**src/design/acc_regs.vh**
```
/*
 * constants for the converter calibration and output control block.
 * assumes a 100 MHz control clock; included by the design file.
 */
`ifndef ACC_REGS_VH
`define ACC_REGS_VH

// ----------------------------------------------------------------
// register offsets
// ----------------------------------------------------------------
`define ACC_ADDR_CTRL 4'h0
`define ACC_ADDR_STAT 4'h1
`define ACC_ADDR_CFG 4'h2
`define ACC_ADDR_PERIOD 4'h3

// ----------------------------------------------------------------
// field positions
// ----------------------------------------------------------------
`define ACC_CTRL_SOFT_TRIM 0
`define ACC_STAT_TRIM 0
`define ACC_STAT_SLEEP 1
`define ACC_STAT_OOR 2
`define ACC_STAT_ARMED 3
`define ACC_CFG_SWING 0
`define ACC_CFG_EDGE 1
`define ACC_CFG_RANGE 2
`define ACC_CFG_WAIT 3

// ----------------------------------------------------------------
// reset values and timing counts
// ----------------------------------------------------------------
`define ACC_CFG_RESET 8'h00
`define ACC_TRIG_LOW_CYC 1280
`define ACC_TRIG_HIGH_CYC 1280
`define ACC_WAIT_SHORT_CYC 4096
`define ACC_WAIT_LONG_CYC 16384
`define ACC_TRIM_RUN_CYC 2048
`define ACC_LAT_DIRECT 13
`define ACC_LAT_DELAYED 14

`endif

```
**src/design/acc_ctrl.v**
```verilog
/*
 * calibration sequencer, range flagging and 1:2 output split of an
 * 8-bit sampling converter, with a small register port.
 * assumes sample codes arrive on clk each cycle with clip flags from
 * the analog core; pin inputs are asynchronous and synchronised here.
 */
// The placing of the registers and the strobed register port are this design's own decisions.
`timescale 1ns/10ps
`include "acc_regs.vh"

module acc_ctrl #(
   parameter WAIT_SHORT = `ACC_WAIT_SHORT_CYC,
   parameter WAIT_LONG = `ACC_WAIT_LONG_CYC,
   parameter TRIG_LOW = `ACC_TRIG_LOW_CYC,
   parameter TRIG_HIGH = `ACC_TRIG_HIGH_CYC,
   parameter TRIM_RUN = `ACC_TRIM_RUN_CYC,
   parameter CNT_W = 16
) (
   input wire clk,
   input wire reset,
   input wire clk_en,
   input wire [7:0] sample_code,
   input wire sample_clip_low,
   input wire sample_clip_high,
   input wire trim_request,
   input wire sleep_request,
   input wire startup_wait_select,
   input wire range_select,
   input wire swing_select,
   input wire launch_edge_select,
   input wire extended_mode_enable,
   input wire [3:0] reg_addr,
   input wire [7:0] reg_wdata,
   input wire reg_wr,
   input wire reg_rd,
   output reg [7:0] reg_rdata,
   output reg [7:0] direct_bus,
   output reg [7:0] delayed_bus,
   output reg out_of_range_flag,
   output reg capture_clock_out,
   output wire outputs_oe,
   output reg trim_in_progress,
   output wire swing_level,
   output wire launch_edge,
   output wire range_level
);

   // ----------------------------------------------------------------
   // pin synchronisers
   // ----------------------------------------------------------------
   localparam NSYNC = 7;
   wire [NSYNC-1:0] pin_raw;
   reg [NSYNC-1:0] sync1_q;
   reg [NSYNC-1:0] sync2_q;
   assign pin_raw = {extended_mode_enable, launch_edge_select,
      swing_select, range_select, startup_wait_select, sleep_request,
      trim_request};
   genvar gi;
   generate
      for (gi = 0; gi < NSYNC; gi = gi + 1) begin : g_sync
         always @(posedge clk) begin
            if (reset) begin
               sync1_q[gi] <= 1'b0;
               sync2_q[gi] <= 1'b0;
            end else if (clk_en) begin
               sync1_q[gi] <= pin_raw[gi];
               sync2_q[gi] <= sync1_q[gi];
            end
         end
      end
   endgenerate
   wire trig_s = sync2_q[0];
   wire sleep_s = sync2_q[1];

   // ----------------------------------------------------------------
   // register port
   // ----------------------------------------------------------------
   reg [7:0] cfg_q;
   reg soft_trim_q;
   reg ext_q;
   reg ext_seen_q;
   reg [1:0] ext_cnt_q;
   wire wr_cfg = reg_wr && reg_addr == `ACC_ADDR_CFG;
   always @(posedge clk) begin
      if (reset) begin
         cfg_q <= `ACC_CFG_RESET;
         soft_trim_q <= 1'b0;
         ext_q <= 1'b0;
         ext_seen_q <= 1'b0;
         ext_cnt_q <= 2'h0;
      end else if (clk_en) begin
         // mode caught once after reset, then held
         if (!ext_seen_q) begin
            ext_cnt_q <= ext_cnt_q + 2'h1;
            // pin settles through the synchroniser first
            if (ext_cnt_q == 2'h2) begin
               ext_q <= sync2_q[6];
               ext_seen_q <= 1'b1;
            end
         end
         if (wr_cfg)
            cfg_q <= reg_wdata;
         soft_trim_q <= reg_wr && reg_addr == `ACC_ADDR_CTRL &&
            reg_wdata[`ACC_CTRL_SOFT_TRIM] && ext_q;
      end
   end

   // extended mode ignores the setting pins
   assign swing_level = ext_q ? cfg_q[`ACC_CFG_SWING] : sync2_q[4];
   assign launch_edge = ext_q ? cfg_q[`ACC_CFG_EDGE] : sync2_q[5];
   assign range_level = ext_q ? cfg_q[`ACC_CFG_RANGE] : sync2_q[3];
   // extended mode always takes the short wait
   wire wait_long = ext_q ? 1'b0 : sync2_q[2];

   // ----------------------------------------------------------------
   // calibration sequencer
   // ----------------------------------------------------------------
   localparam S_WAIT = 5'b00001;
   localparam S_IDLE = 5'b00010;
   localparam S_LOW = 5'b00100;
   localparam S_HIGH = 5'b01000;
   localparam S_TRIM = 5'b10000;
   reg [4:0] state_q;
   reg [CNT_W-1:0] cnt_q;
   reg armed_q;
   reg asleep_q;
   wire [CNT_W-1:0] wait_len = wait_long ? WAIT_LONG[CNT_W-1:0] :
      WAIT_SHORT[CNT_W-1:0];
   wire [CNT_W-1:0] cnt_inc = cnt_q + 1'b1;
   // soft trim taken only in idle, low or high, never in start-up wait, calibration or sleep
   wire soft_go = soft_trim_q && !sleep_s && !asleep_q &&
      (state_q == S_IDLE || state_q == S_LOW || state_q == S_HIGH);

   always @(posedge clk) begin
      if (reset) begin
         state_q <= S_WAIT;
         cnt_q <= {CNT_W{1'b0}};
         armed_q <= 1'b1;
         asleep_q <= 1'b0;
         trim_in_progress <= 1'b0;
      end else if (clk_en) begin
         // power-down only entered outside calibration
         if (state_q != S_TRIM)
            asleep_q <= sleep_s;
         case (state_q)
            S_WAIT: begin
               if (sleep_s) begin
                  cnt_q <= cnt_q;
               end else if (cnt_q >= wait_len - 1'b1) begin
                  cnt_q <= {CNT_W{1'b0}};
                  // request high at power-up holds off
                  if (trig_s) begin
                     state_q <= S_IDLE;
                  end else begin
                     state_q <= S_TRIM;
                     trim_in_progress <= 1'b1;
                     armed_q <= 1'b0;
                  end
               end else begin
                  cnt_q <= cnt_inc;
               end
            end
            S_IDLE: begin
               cnt_q <= {CNT_W{1'b0}};
               if (sleep_s) begin
                  state_q <= S_IDLE;
               end else if (!trig_s) begin
                  state_q <= S_LOW;
               end
            end
            S_LOW: begin
               if (sleep_s) begin
                  state_q <= S_IDLE;
               end else if (trig_s) begin
                  // first high sample counts toward the minimum
                  cnt_q <= {{(CNT_W-1){1'b0}}, 1'b1};
                  // low phase long enough
                  state_q <= (cnt_q >= TRIG_LOW[CNT_W-1:0] - 1'b1) ?
                     S_HIGH : S_IDLE;
               end else if (cnt_q < TRIG_LOW[CNT_W-1:0]) begin
                  cnt_q <= cnt_inc;
               end
            end
            S_HIGH: begin
               if (sleep_s || !trig_s) begin
                  state_q <= sleep_s ? S_IDLE : S_LOW;
                  cnt_q <= {CNT_W{1'b0}};
               end else if (cnt_q >= TRIG_HIGH[CNT_W-1:0] - 1'b1) begin
                  cnt_q <= {CNT_W{1'b0}};
                  state_q <= S_TRIM;
                  trim_in_progress <= 1'b1;
                  armed_q <= 1'b0;
               end else begin
                  cnt_q <= cnt_inc;
               end
            end
            S_TRIM: begin
               // flag covers whole calibration
               if (cnt_q >= TRIM_RUN[CNT_W-1:0] - 1'b1) begin
                  cnt_q <= {CNT_W{1'b0}};
                  state_q <= S_IDLE;
                  trim_in_progress <= 1'b0;
               end else begin
                  cnt_q <= cnt_inc;
               end
            end
            default: begin
               state_q <= S_IDLE;
               cnt_q <= {CNT_W{1'b0}};
               trim_in_progress <= 1'b0;
            end
         endcase
         if (soft_go) begin
            state_q <= S_TRIM;
            cnt_q <= {CNT_W{1'b0}};
            trim_in_progress <= 1'b1;
            armed_q <= 1'b0;
         end
      end
   end

   // ----------------------------------------------------------------
   // conversion pipeline
   // ----------------------------------------------------------------
   localparam LAT = `ACC_LAT_DIRECT;
   // halted clocks: pipeline frozen in calibration
   wire run = clk_en && !trim_in_progress;
   reg [7:0] pipe_q [0:LAT-1];
   reg [LAT-1:0] oor_q;
   reg phase_q;
   reg [7:0] held_q;
   reg held_oor_q;
   reg [7:0] word_d;
   always @* begin
      word_d = sample_code; // offset binary as is
      if (sample_clip_low)
         word_d = 8'h00;
      else if (sample_clip_high)
         word_d = 8'hff;
   end
   generate
      for (gi = 0; gi < LAT; gi = gi + 1) begin : g_pipe
         always @(posedge clk) begin
            if (reset) begin
               pipe_q[gi] <= 8'h00;
               oor_q[gi] <= 1'b0;
            end else if (run) begin
               pipe_q[gi] <= (gi == 0) ? word_d :
                  pipe_q[(gi == 0) ? 0 : gi-1];
               oor_q[gi] <= (gi == 0) ?
                  (sample_clip_low | sample_clip_high) :
                  oor_q[(gi == 0) ? 0 : gi-1];
            end
         end
      end
   endgenerate

   // ----------------------------------------------------------------
   // 1:2 output split and capture clock
   // ----------------------------------------------------------------
   always @(posedge clk) begin
      if (reset) begin
         phase_q <= 1'b0;
         held_q <= 8'h00;
         held_oor_q <= 1'b0;
         direct_bus <= 8'h00;
         delayed_bus <= 8'h00;
         out_of_range_flag <= 1'b0;
         capture_clock_out <= 1'b0;
      end else if (run) begin
         phase_q <= ~phase_q;
         held_q <= pipe_q[LAT-1];
         held_oor_q <= oor_q[LAT-1];
         capture_clock_out <= ~phase_q;
         if (phase_q) begin
            // direct word 13, delayed word 14 cycles
            direct_bus <= pipe_q[LAT-1];
            delayed_bus <= held_q;
            out_of_range_flag <= oor_q[LAT-1] | held_oor_q;
         end
      end
   end
   assign outputs_oe = !asleep_q;

   // ----------------------------------------------------------------
   // register read
   // ----------------------------------------------------------------
   always @(posedge clk) begin
      if (reset) begin
         reg_rdata <= 8'h00;
      end else if (clk_en) begin
         reg_rdata <= 8'h00;
         if (reg_rd) begin
            case (reg_addr)
               `ACC_ADDR_STAT:
                  reg_rdata <= {4'h0, armed_q, out_of_range_flag,
                     asleep_q, trim_in_progress};
               `ACC_ADDR_CFG:
                  reg_rdata <= cfg_q;
               `ACC_ADDR_PERIOD:
                  reg_rdata <= {7'h00, wait_long};
               default:
                  reg_rdata <= 8'h00;
            endcase
         end
      end
   end

endmodule

```
**config.mk**
```make
export PLATFORM = sky130hd
export DESIGN_NAME = acc_ctrl
export DESIGN_NICKNAME = d
export VERILOG_FILES = /design/src/design/acc_ctrl.v
export VERILOG_INCLUDE_DIRS = /design/src /design/src/design
export SDC_FILE = /design/constraint.sdc
export NUM_CORES = 1
export LEC_CHECK = 0
export ABC_AREA = 1
export ABC_CLOCK_PERIOD_IN_PS = 5600
export BUFFER_PORTS_ARGS = -buffer_cell sky130_fd_sc_hd__buf_4
export CAP_MARGIN = 0
export CORE_AREA = 2 2 122 124
export CTS_CLUSTER_SIZE = 20
export DETAILED_ROUTE_END_ITERATION = 6
export DIE_AREA = 0 0 124 126
export GPL_TIMING_DRIVEN = 1
export HOLD_SLACK_MARGIN = 0.15
export PLACE_DENSITY_LB_ADDON = 0.2
export SETUP_SLACK_MARGIN = 0.15
export SLEW_MARGIN = 20
export SYNTH_ARGS = -nofsm -noshare
export SYNTH_HDL_FRONTEND = slang
export SYNTH_SLANG_ARGS = --single-unit
export TNS_END_PERCENT = 5
```
**constraint.sdc**
```tcl
create_clock -name clk -period 5.6 [get_ports clk]
set_clock_uncertainty 0.05 [all_clocks]
set_input_delay 0.28 -clock clk [delete_from_list [all_inputs] [get_ports clk]]
set_output_delay 0.28 -clock clk [all_outputs]
set_load 0.02 [all_outputs]
```
Word-level counts from Yosys, hierarchy flattened
Memories as Yosys holds them, arrays and structs flattened.
Index checks and enable logic that the tools add are counted.
- register bits after elaboration: 99
- RAM bits: 104
- output and inout bits: 31
- word-level logic and storage cells: 186
- memories kept: 1
- $add $sub $neg: 3
- order comparisons: 4
- eq/ne operators: 22
- muxes and demuxes: 68
- bitwise logic cells: 17
- reductions and logical operators: 27
- memories (memory ; words ; bits a word ; rd ports ; clocked after memory_dff ; write ports ; line ; RTL):
    pipe_q ; 13 ; 8 ; 13 ; 0 ; 13 ; acc_ctrl.v:228 ; reg [7:0] pipe_q [0:LAT-1];
- operators with widths (operator ; number):
    $mux W16 ; 9
    $mux W8 ; 16
    $pmux W16 S4 ; 1
    $mux W5 ; 11
    $ge A16 B11 Y1 const B ; 2
    $pmux W5 S5 ; 1
    $mux W1 ; 24
    $pmux W8 S3 ; 1
    $ne A3 B3 Y1 const B ; 6
    $add A16 B1 Y16 const B ; 1
    $ge A16 B16 Y1 ; 1
    $lt A16 B11 Y1 const B ; 1
    $sub A15 B1 Y16 const B ; 1
    $mux W15 ; 1
    $or A1 B1 Y1 ; 15
    $reduce_and A7 Y1 ; 2
    $eq A4 B2 Y1 const B ; 2
    $logic_and A1 B1 Y1 ; 8
    $ne A4 B4 Y1 const B ; 2
    $reduce_and A2 Y1 ; 4
    $reduce_and A8 Y1 ; 1
    $eq A5 B1 Y1 const B ; 1
    $eq A5 B2 Y1 const B ; 1
    $eq A5 B3 Y1 const B ; 1
    other kinds (22) ; 28

Logic depth before layout (Yosys ltp)
- depth after elaboration: 8
- gate-level depth with buffers: 13

Worst setup path before layout
OpenSTA, ideal clock, no wires.
- path kind: register -> register
- from: register trim_in_progress
- to: memory pipe_q[0][0] (enable)
- library setup time: 419 ps
- arrival time: 2264 ps
- slack: 2867 ps
- stages on the path, launching flop included: 6
- cell sequence: dfxtp_1 nor2_4 inv_2 buf_2 nand2_1 buf_2
- RTL lines (item ; line ; RTL):
    from (decl) ; acc_ctrl.v:42 ; output reg trim_in_progress,
    from (signal assigned) ; acc_ctrl.v:140 ; trim_in_progress <= 1'b0;
    from (signal assigned) ; acc_ctrl.v:156 ; trim_in_progress <= 1'b1;
    from (signal assigned) ; acc_ctrl.v:191 ; trim_in_progress <= 1'b1;
    to (decl) ; acc_ctrl.v:228 ;

==> metrics.md <==
| Metric | Value |
|---|---|
| Cell Area, Placed | `9010 sq um` |
| Cell class contributing the biggest share of worst-path delay | `buffers and inverters` |
| Horizontal die dimension | `~120 um` |
| Pin count of the biggest net entering global routing | `95` |
| Power density over the cells | `about 380 nW/um^2` |
| Final antenna diode count | `0` |
| Crit Reg-Reg Endpoint | `pipe_q[0][18]$_SDFFCE_PN0P_` |
| Data required time at the worst endpoint | `roughly 5.8 ns` |
| Proportion of synthesized chip area in sequential cells | `between 60% and 70%` |
| Clk buf depth | `3` |
| Final WS setup | `2.67 ns` |
| Violation count after the first detailed-route iteration | `432` |
| Ranking of synthesized cells by area | `edfxtp_1, dfxtp_1, nor2_1` |
| Max VDD drop | `a little over 300 uV` |
| Total half-perimeter wirelength after legalization and detailed placement | `9.79 mm` |
| Die Footprint | `15,600 sq um` |
| Total global routing track utilization | `about a fifth` |
| Effective utilization at floorplan | `59.1%` |
| Slowest cell on the critical path | `buf_4` |
| Area of the mapped netlist | `between 8000 and 9000 sq um` |
| Minimum setup slack after placement | `between 2 and 3 ns` |
| DRC Markers | `0` |
| Synthesized area per cell | `between 8 and 9 sq um` |
| Vias per cell | `around 5.0` |
| Number of fillers in the final layout | `roughly 1,100` |
| Transition time at the pin with the least slew margin | `between 0.7 and 0.8 ns` |
| Count of yosys warnings during synthesis | `0` |
| Crit path capture | `pipe_q[0][18]$_SDFFCE_PN0P_` |
| Unrepaired setup endpoints after global routing | `false` |
| Crit Path Category | `in -> reg` |
| Maximum clock frequency | `~340 MHz` |
| Time the worst path needs with I/O delays and setup | `slightly below 3 ns` |
| Register-to-register path setup slack | `roughly 3.2 ns` |
| Number of buffers inserted during clock tree synthesis | `21` |
| Clk pin slew, worst setup/hold paths | `0.06 ns` |
| Critical Path Source | `clk_en` |
| Fin nets | `roughly 1,100` |
| Arr. time, crit path | `3.10 ns` |
| Number of buffers inserted to repair setup after CTS | `0` |
| Routability congestion estimate | `roughly 0.90` |
| Final Cycle Share | `between 50% and 60%` |
| PortBufs | `64` |
| Headroom to the max-slew limit | `a little under half` |
| Crit. path cell count | `9` |
| Count of standard-cell rows | `44` |
| Critical Path Start Type | `input port` |
| Number of vias in the routed layout | `between 6,000 and 7,000` |
| Multi-input gate area in the final layout | `between 2000 and 3000 sq um` |
| Outcome | `complete, no violations` |
| Crit. End Element | `flip-flop` |
| Leak Pwr | `4.20 nW` |
| Number of gates resized after CTS | `0` |
| Cell type with the highest aggregate area in the netlist | `edfxtp_1` |
| Post-detailed-route count of antenna-violating nets | `0` |
| Final setup violation count | `0` |
| H-tree depth reported by CTS | `1` |
| Clock latency at the later pin of the worst-skew pair | `0.49 ns` |
| Cells along the critical path | `dlygate4sd3_1 > buf_4 > inv_2 > nor2_4 > inv_2 > nor2_8 > clkinv_2 > buf_4 > nor2_1` |
| Overflow left after global routing | `0` |
| Root Driver | `clkbuf_16` |
| Number of cell instances on the worst register-to-register path | `6` |
| Total non-filler cell area in the finished layout | `approximately 10,000 sq um` |
| Fraction of final layout cells sized beyond drive strength 1 | `between 10% and 20%` |
| 1st-pass router iterations | `5` |
| Number of sinks handled by clock tree synthesis | `~200` |
| Final Slew Violations | `0` |
| Global-route wire length before repair | `26.7 mm` |
| Start of the worst register-to-register path | `trim_in_progress$_SDFFE_PP0P_` |
| Worst hold path class | `in -> reg` |
| Number of library cell types mapped by synthesis | `36` |
| Bufs and invs on worst path | `6` |
| Final Util | `approximately 70%` |
| Post-synthesis instance total | `~950` |
| Max Cap Viol | `0` |
| Area of the core region | `approximately 14,000 sq um` |
| Detail-routed net length per standard cell | `approximately 13 um` |
| Critical path fanouts, max | `56` |
| Number of antenna violations at the first check in global routing | `0` |
| Area Overhead vs Synth | `18.7%` |
| Hold Violations, Final | `0` |
| Area used by sequential logic in the layout | `5100 sq um` |
| Largest stage delay on the critical path | `around 0.61 ns` |
| Total nets after synthesis | `990` |
| Count of boundary I/O pins | `between 60 and 70` |
| Vertical die dimension | `126 um` |
| CTS tree | `built` |
| Vias in the first global route | `~5,800` |
| Min-delay src | `sample_clip_high` |
| Number of hold-repair buffers added at the cts stage | `34` |
| Yosys top cell area share | `between 30% and 40%` |
| Overall routed net length | `15.9 mm` |
| Setup TNS Final | `0 ns` |
| Number of synthesized register bits | `between 200 and 250` |
## Yosys cell counts
master    count
a211oi_1      2
a21boi_0      1
a21o_1        2
a21oi_1      44
a21oi_2       1
a21oi_4       1
buf_1         2
buf_2         8
buf_4         1
buf_6         5
clkbuf_1     21
clkinv_1      2
dfxtp_1      99
edfxtp_1    104
ha_1          4
inv_1       156
inv_2         5
nand2_1     146
nand2_2       5
nand3_1      56
nand3_2       7
nand3b_1      2
nand4_1       9
nor2_1      181
nor2_2       17
nor2_4        5
nor2_8        1
nor3_1        6
nor3_2        1
o21ai_0      39
o21ai_1       1
o21bai_1      1
o221ai_1      1
o22ai_1      14
or2_1         1
or2_2         1
## routing by layer
metal	vias up	track usage, %	wire length [um]
met5	-	0	0
met4	0	6.28	390
met3	40	4.26	690
met2	143	34.0	7630
met1	2818	29.0	7210
li1	3193	-	-
## logic make-up (layout without fill, tap and decap cells)
logic type / count (synthesis) / after routing / share of synthesized area [%]
buf+inv: 200 / 302 / 9.48
fa+ha+maj: 4 / 4 / 0.592
flops: 203 / 203 / 60.3
simple gates: 438 / 438 / 22.6
compound gates: 107 / 107 / 6.94
## worst reg2reg max path: stages (launching register included)
cell	delay [ns]
dfxtp_1	0.45
nor2_4	0.08
inv_2	0.26
nor2_8	0.08
clkinv_2	0.51
buf_4	0.63
nor2_1	0.13
## how the worst min path moves through the flow
stage,slack [ns],cells past startpoint,end
2_1_floorplan,0.36,2,oor_q[0]$_SDFFE_PP0P_
4_1_cts,0.15,3,pipe_q[0][1]$_SDFFCE_PP0P_
6_report,0.17,3,pipe_q[0][1]$_SDFFCE_PP0P_
5_1_grt,0.20,2,direct_bus[6]$_SDFFE_PP0P_
3_5_place_dp,0.39,2,cfg_q[4]$_SDFFE_PP0P_
3_3_place_gp,0.39,2,cfg_q[4]$_SDFFE_PP0P_
## cell usage in the layout (no fill, tap or decap), types with 3 or more instances in the layout
master,instances
nor2_1,181
inv_1,158
nand2_1,145
edfxtp_1,104
dfxtp_1,99
buf_4,67
nand3_1,56
a21oi_1,44
o21ai_0,39
dlygate4sd3_1,34
clkbuf_16,22
nor2_2,17
o22ai_1,14
nand4_1,9
nand3_2,7
nor3_1,6
nor2_4,5
nand2_2,5
clkbuf_8,5
inv_2,4
clkinv_1,4
ha_1,4
clkinv_2,3
## registers in the layout (all words and copies together), names as in the netlist, 2 cells and up
signal and flops:
state_q 5, delayed_bus 8, cnt_q 16, cfg_q 8
ext_cnt_q 2, reg_rdata 8, sync1_q 7, direct_bus 8
pipe_q 104, oor_q 13, sync2_q 5, held_q 8
## layout make-up
type                       count  share of cell area [%]
clock buffer                  28                    6.21
timing repair buffer         101                    8.40
sequential                   203                    50.9
tap                          184                    2.29
multi-input combinational    549                    25.6
clock inverter                10                   0.548
inverter                     163                    6.11
## stage by stage
| step | power (mW) | hold slack [ns] | std cells |
|---|---|---|---|
| final | 3.80 | 0.171 | 1238 |
| after global routing | 4.00 | 0.196 | 1238 |
| after CTS | 3.83 | 0.150 | 1238 |
| after detailed placement | 2.48 | 0.390 | 1166 |
| after global placement | 2.47 | 0.385 | 1166 |
| after floorplan | 2.33 | 0.361 | 952 |
## power by group
group / internal, mW / switching, mW / total [mW] / leakage [nW]
sequential: 1.76 / 0.0747 / 1.83 / 1.94
combinational: 0.201 / 0.438 / 0.639 / 1.91
clock: 0.782 / 0.546 / 1.33 / 0.339
(Power assumes the default switching activity.)
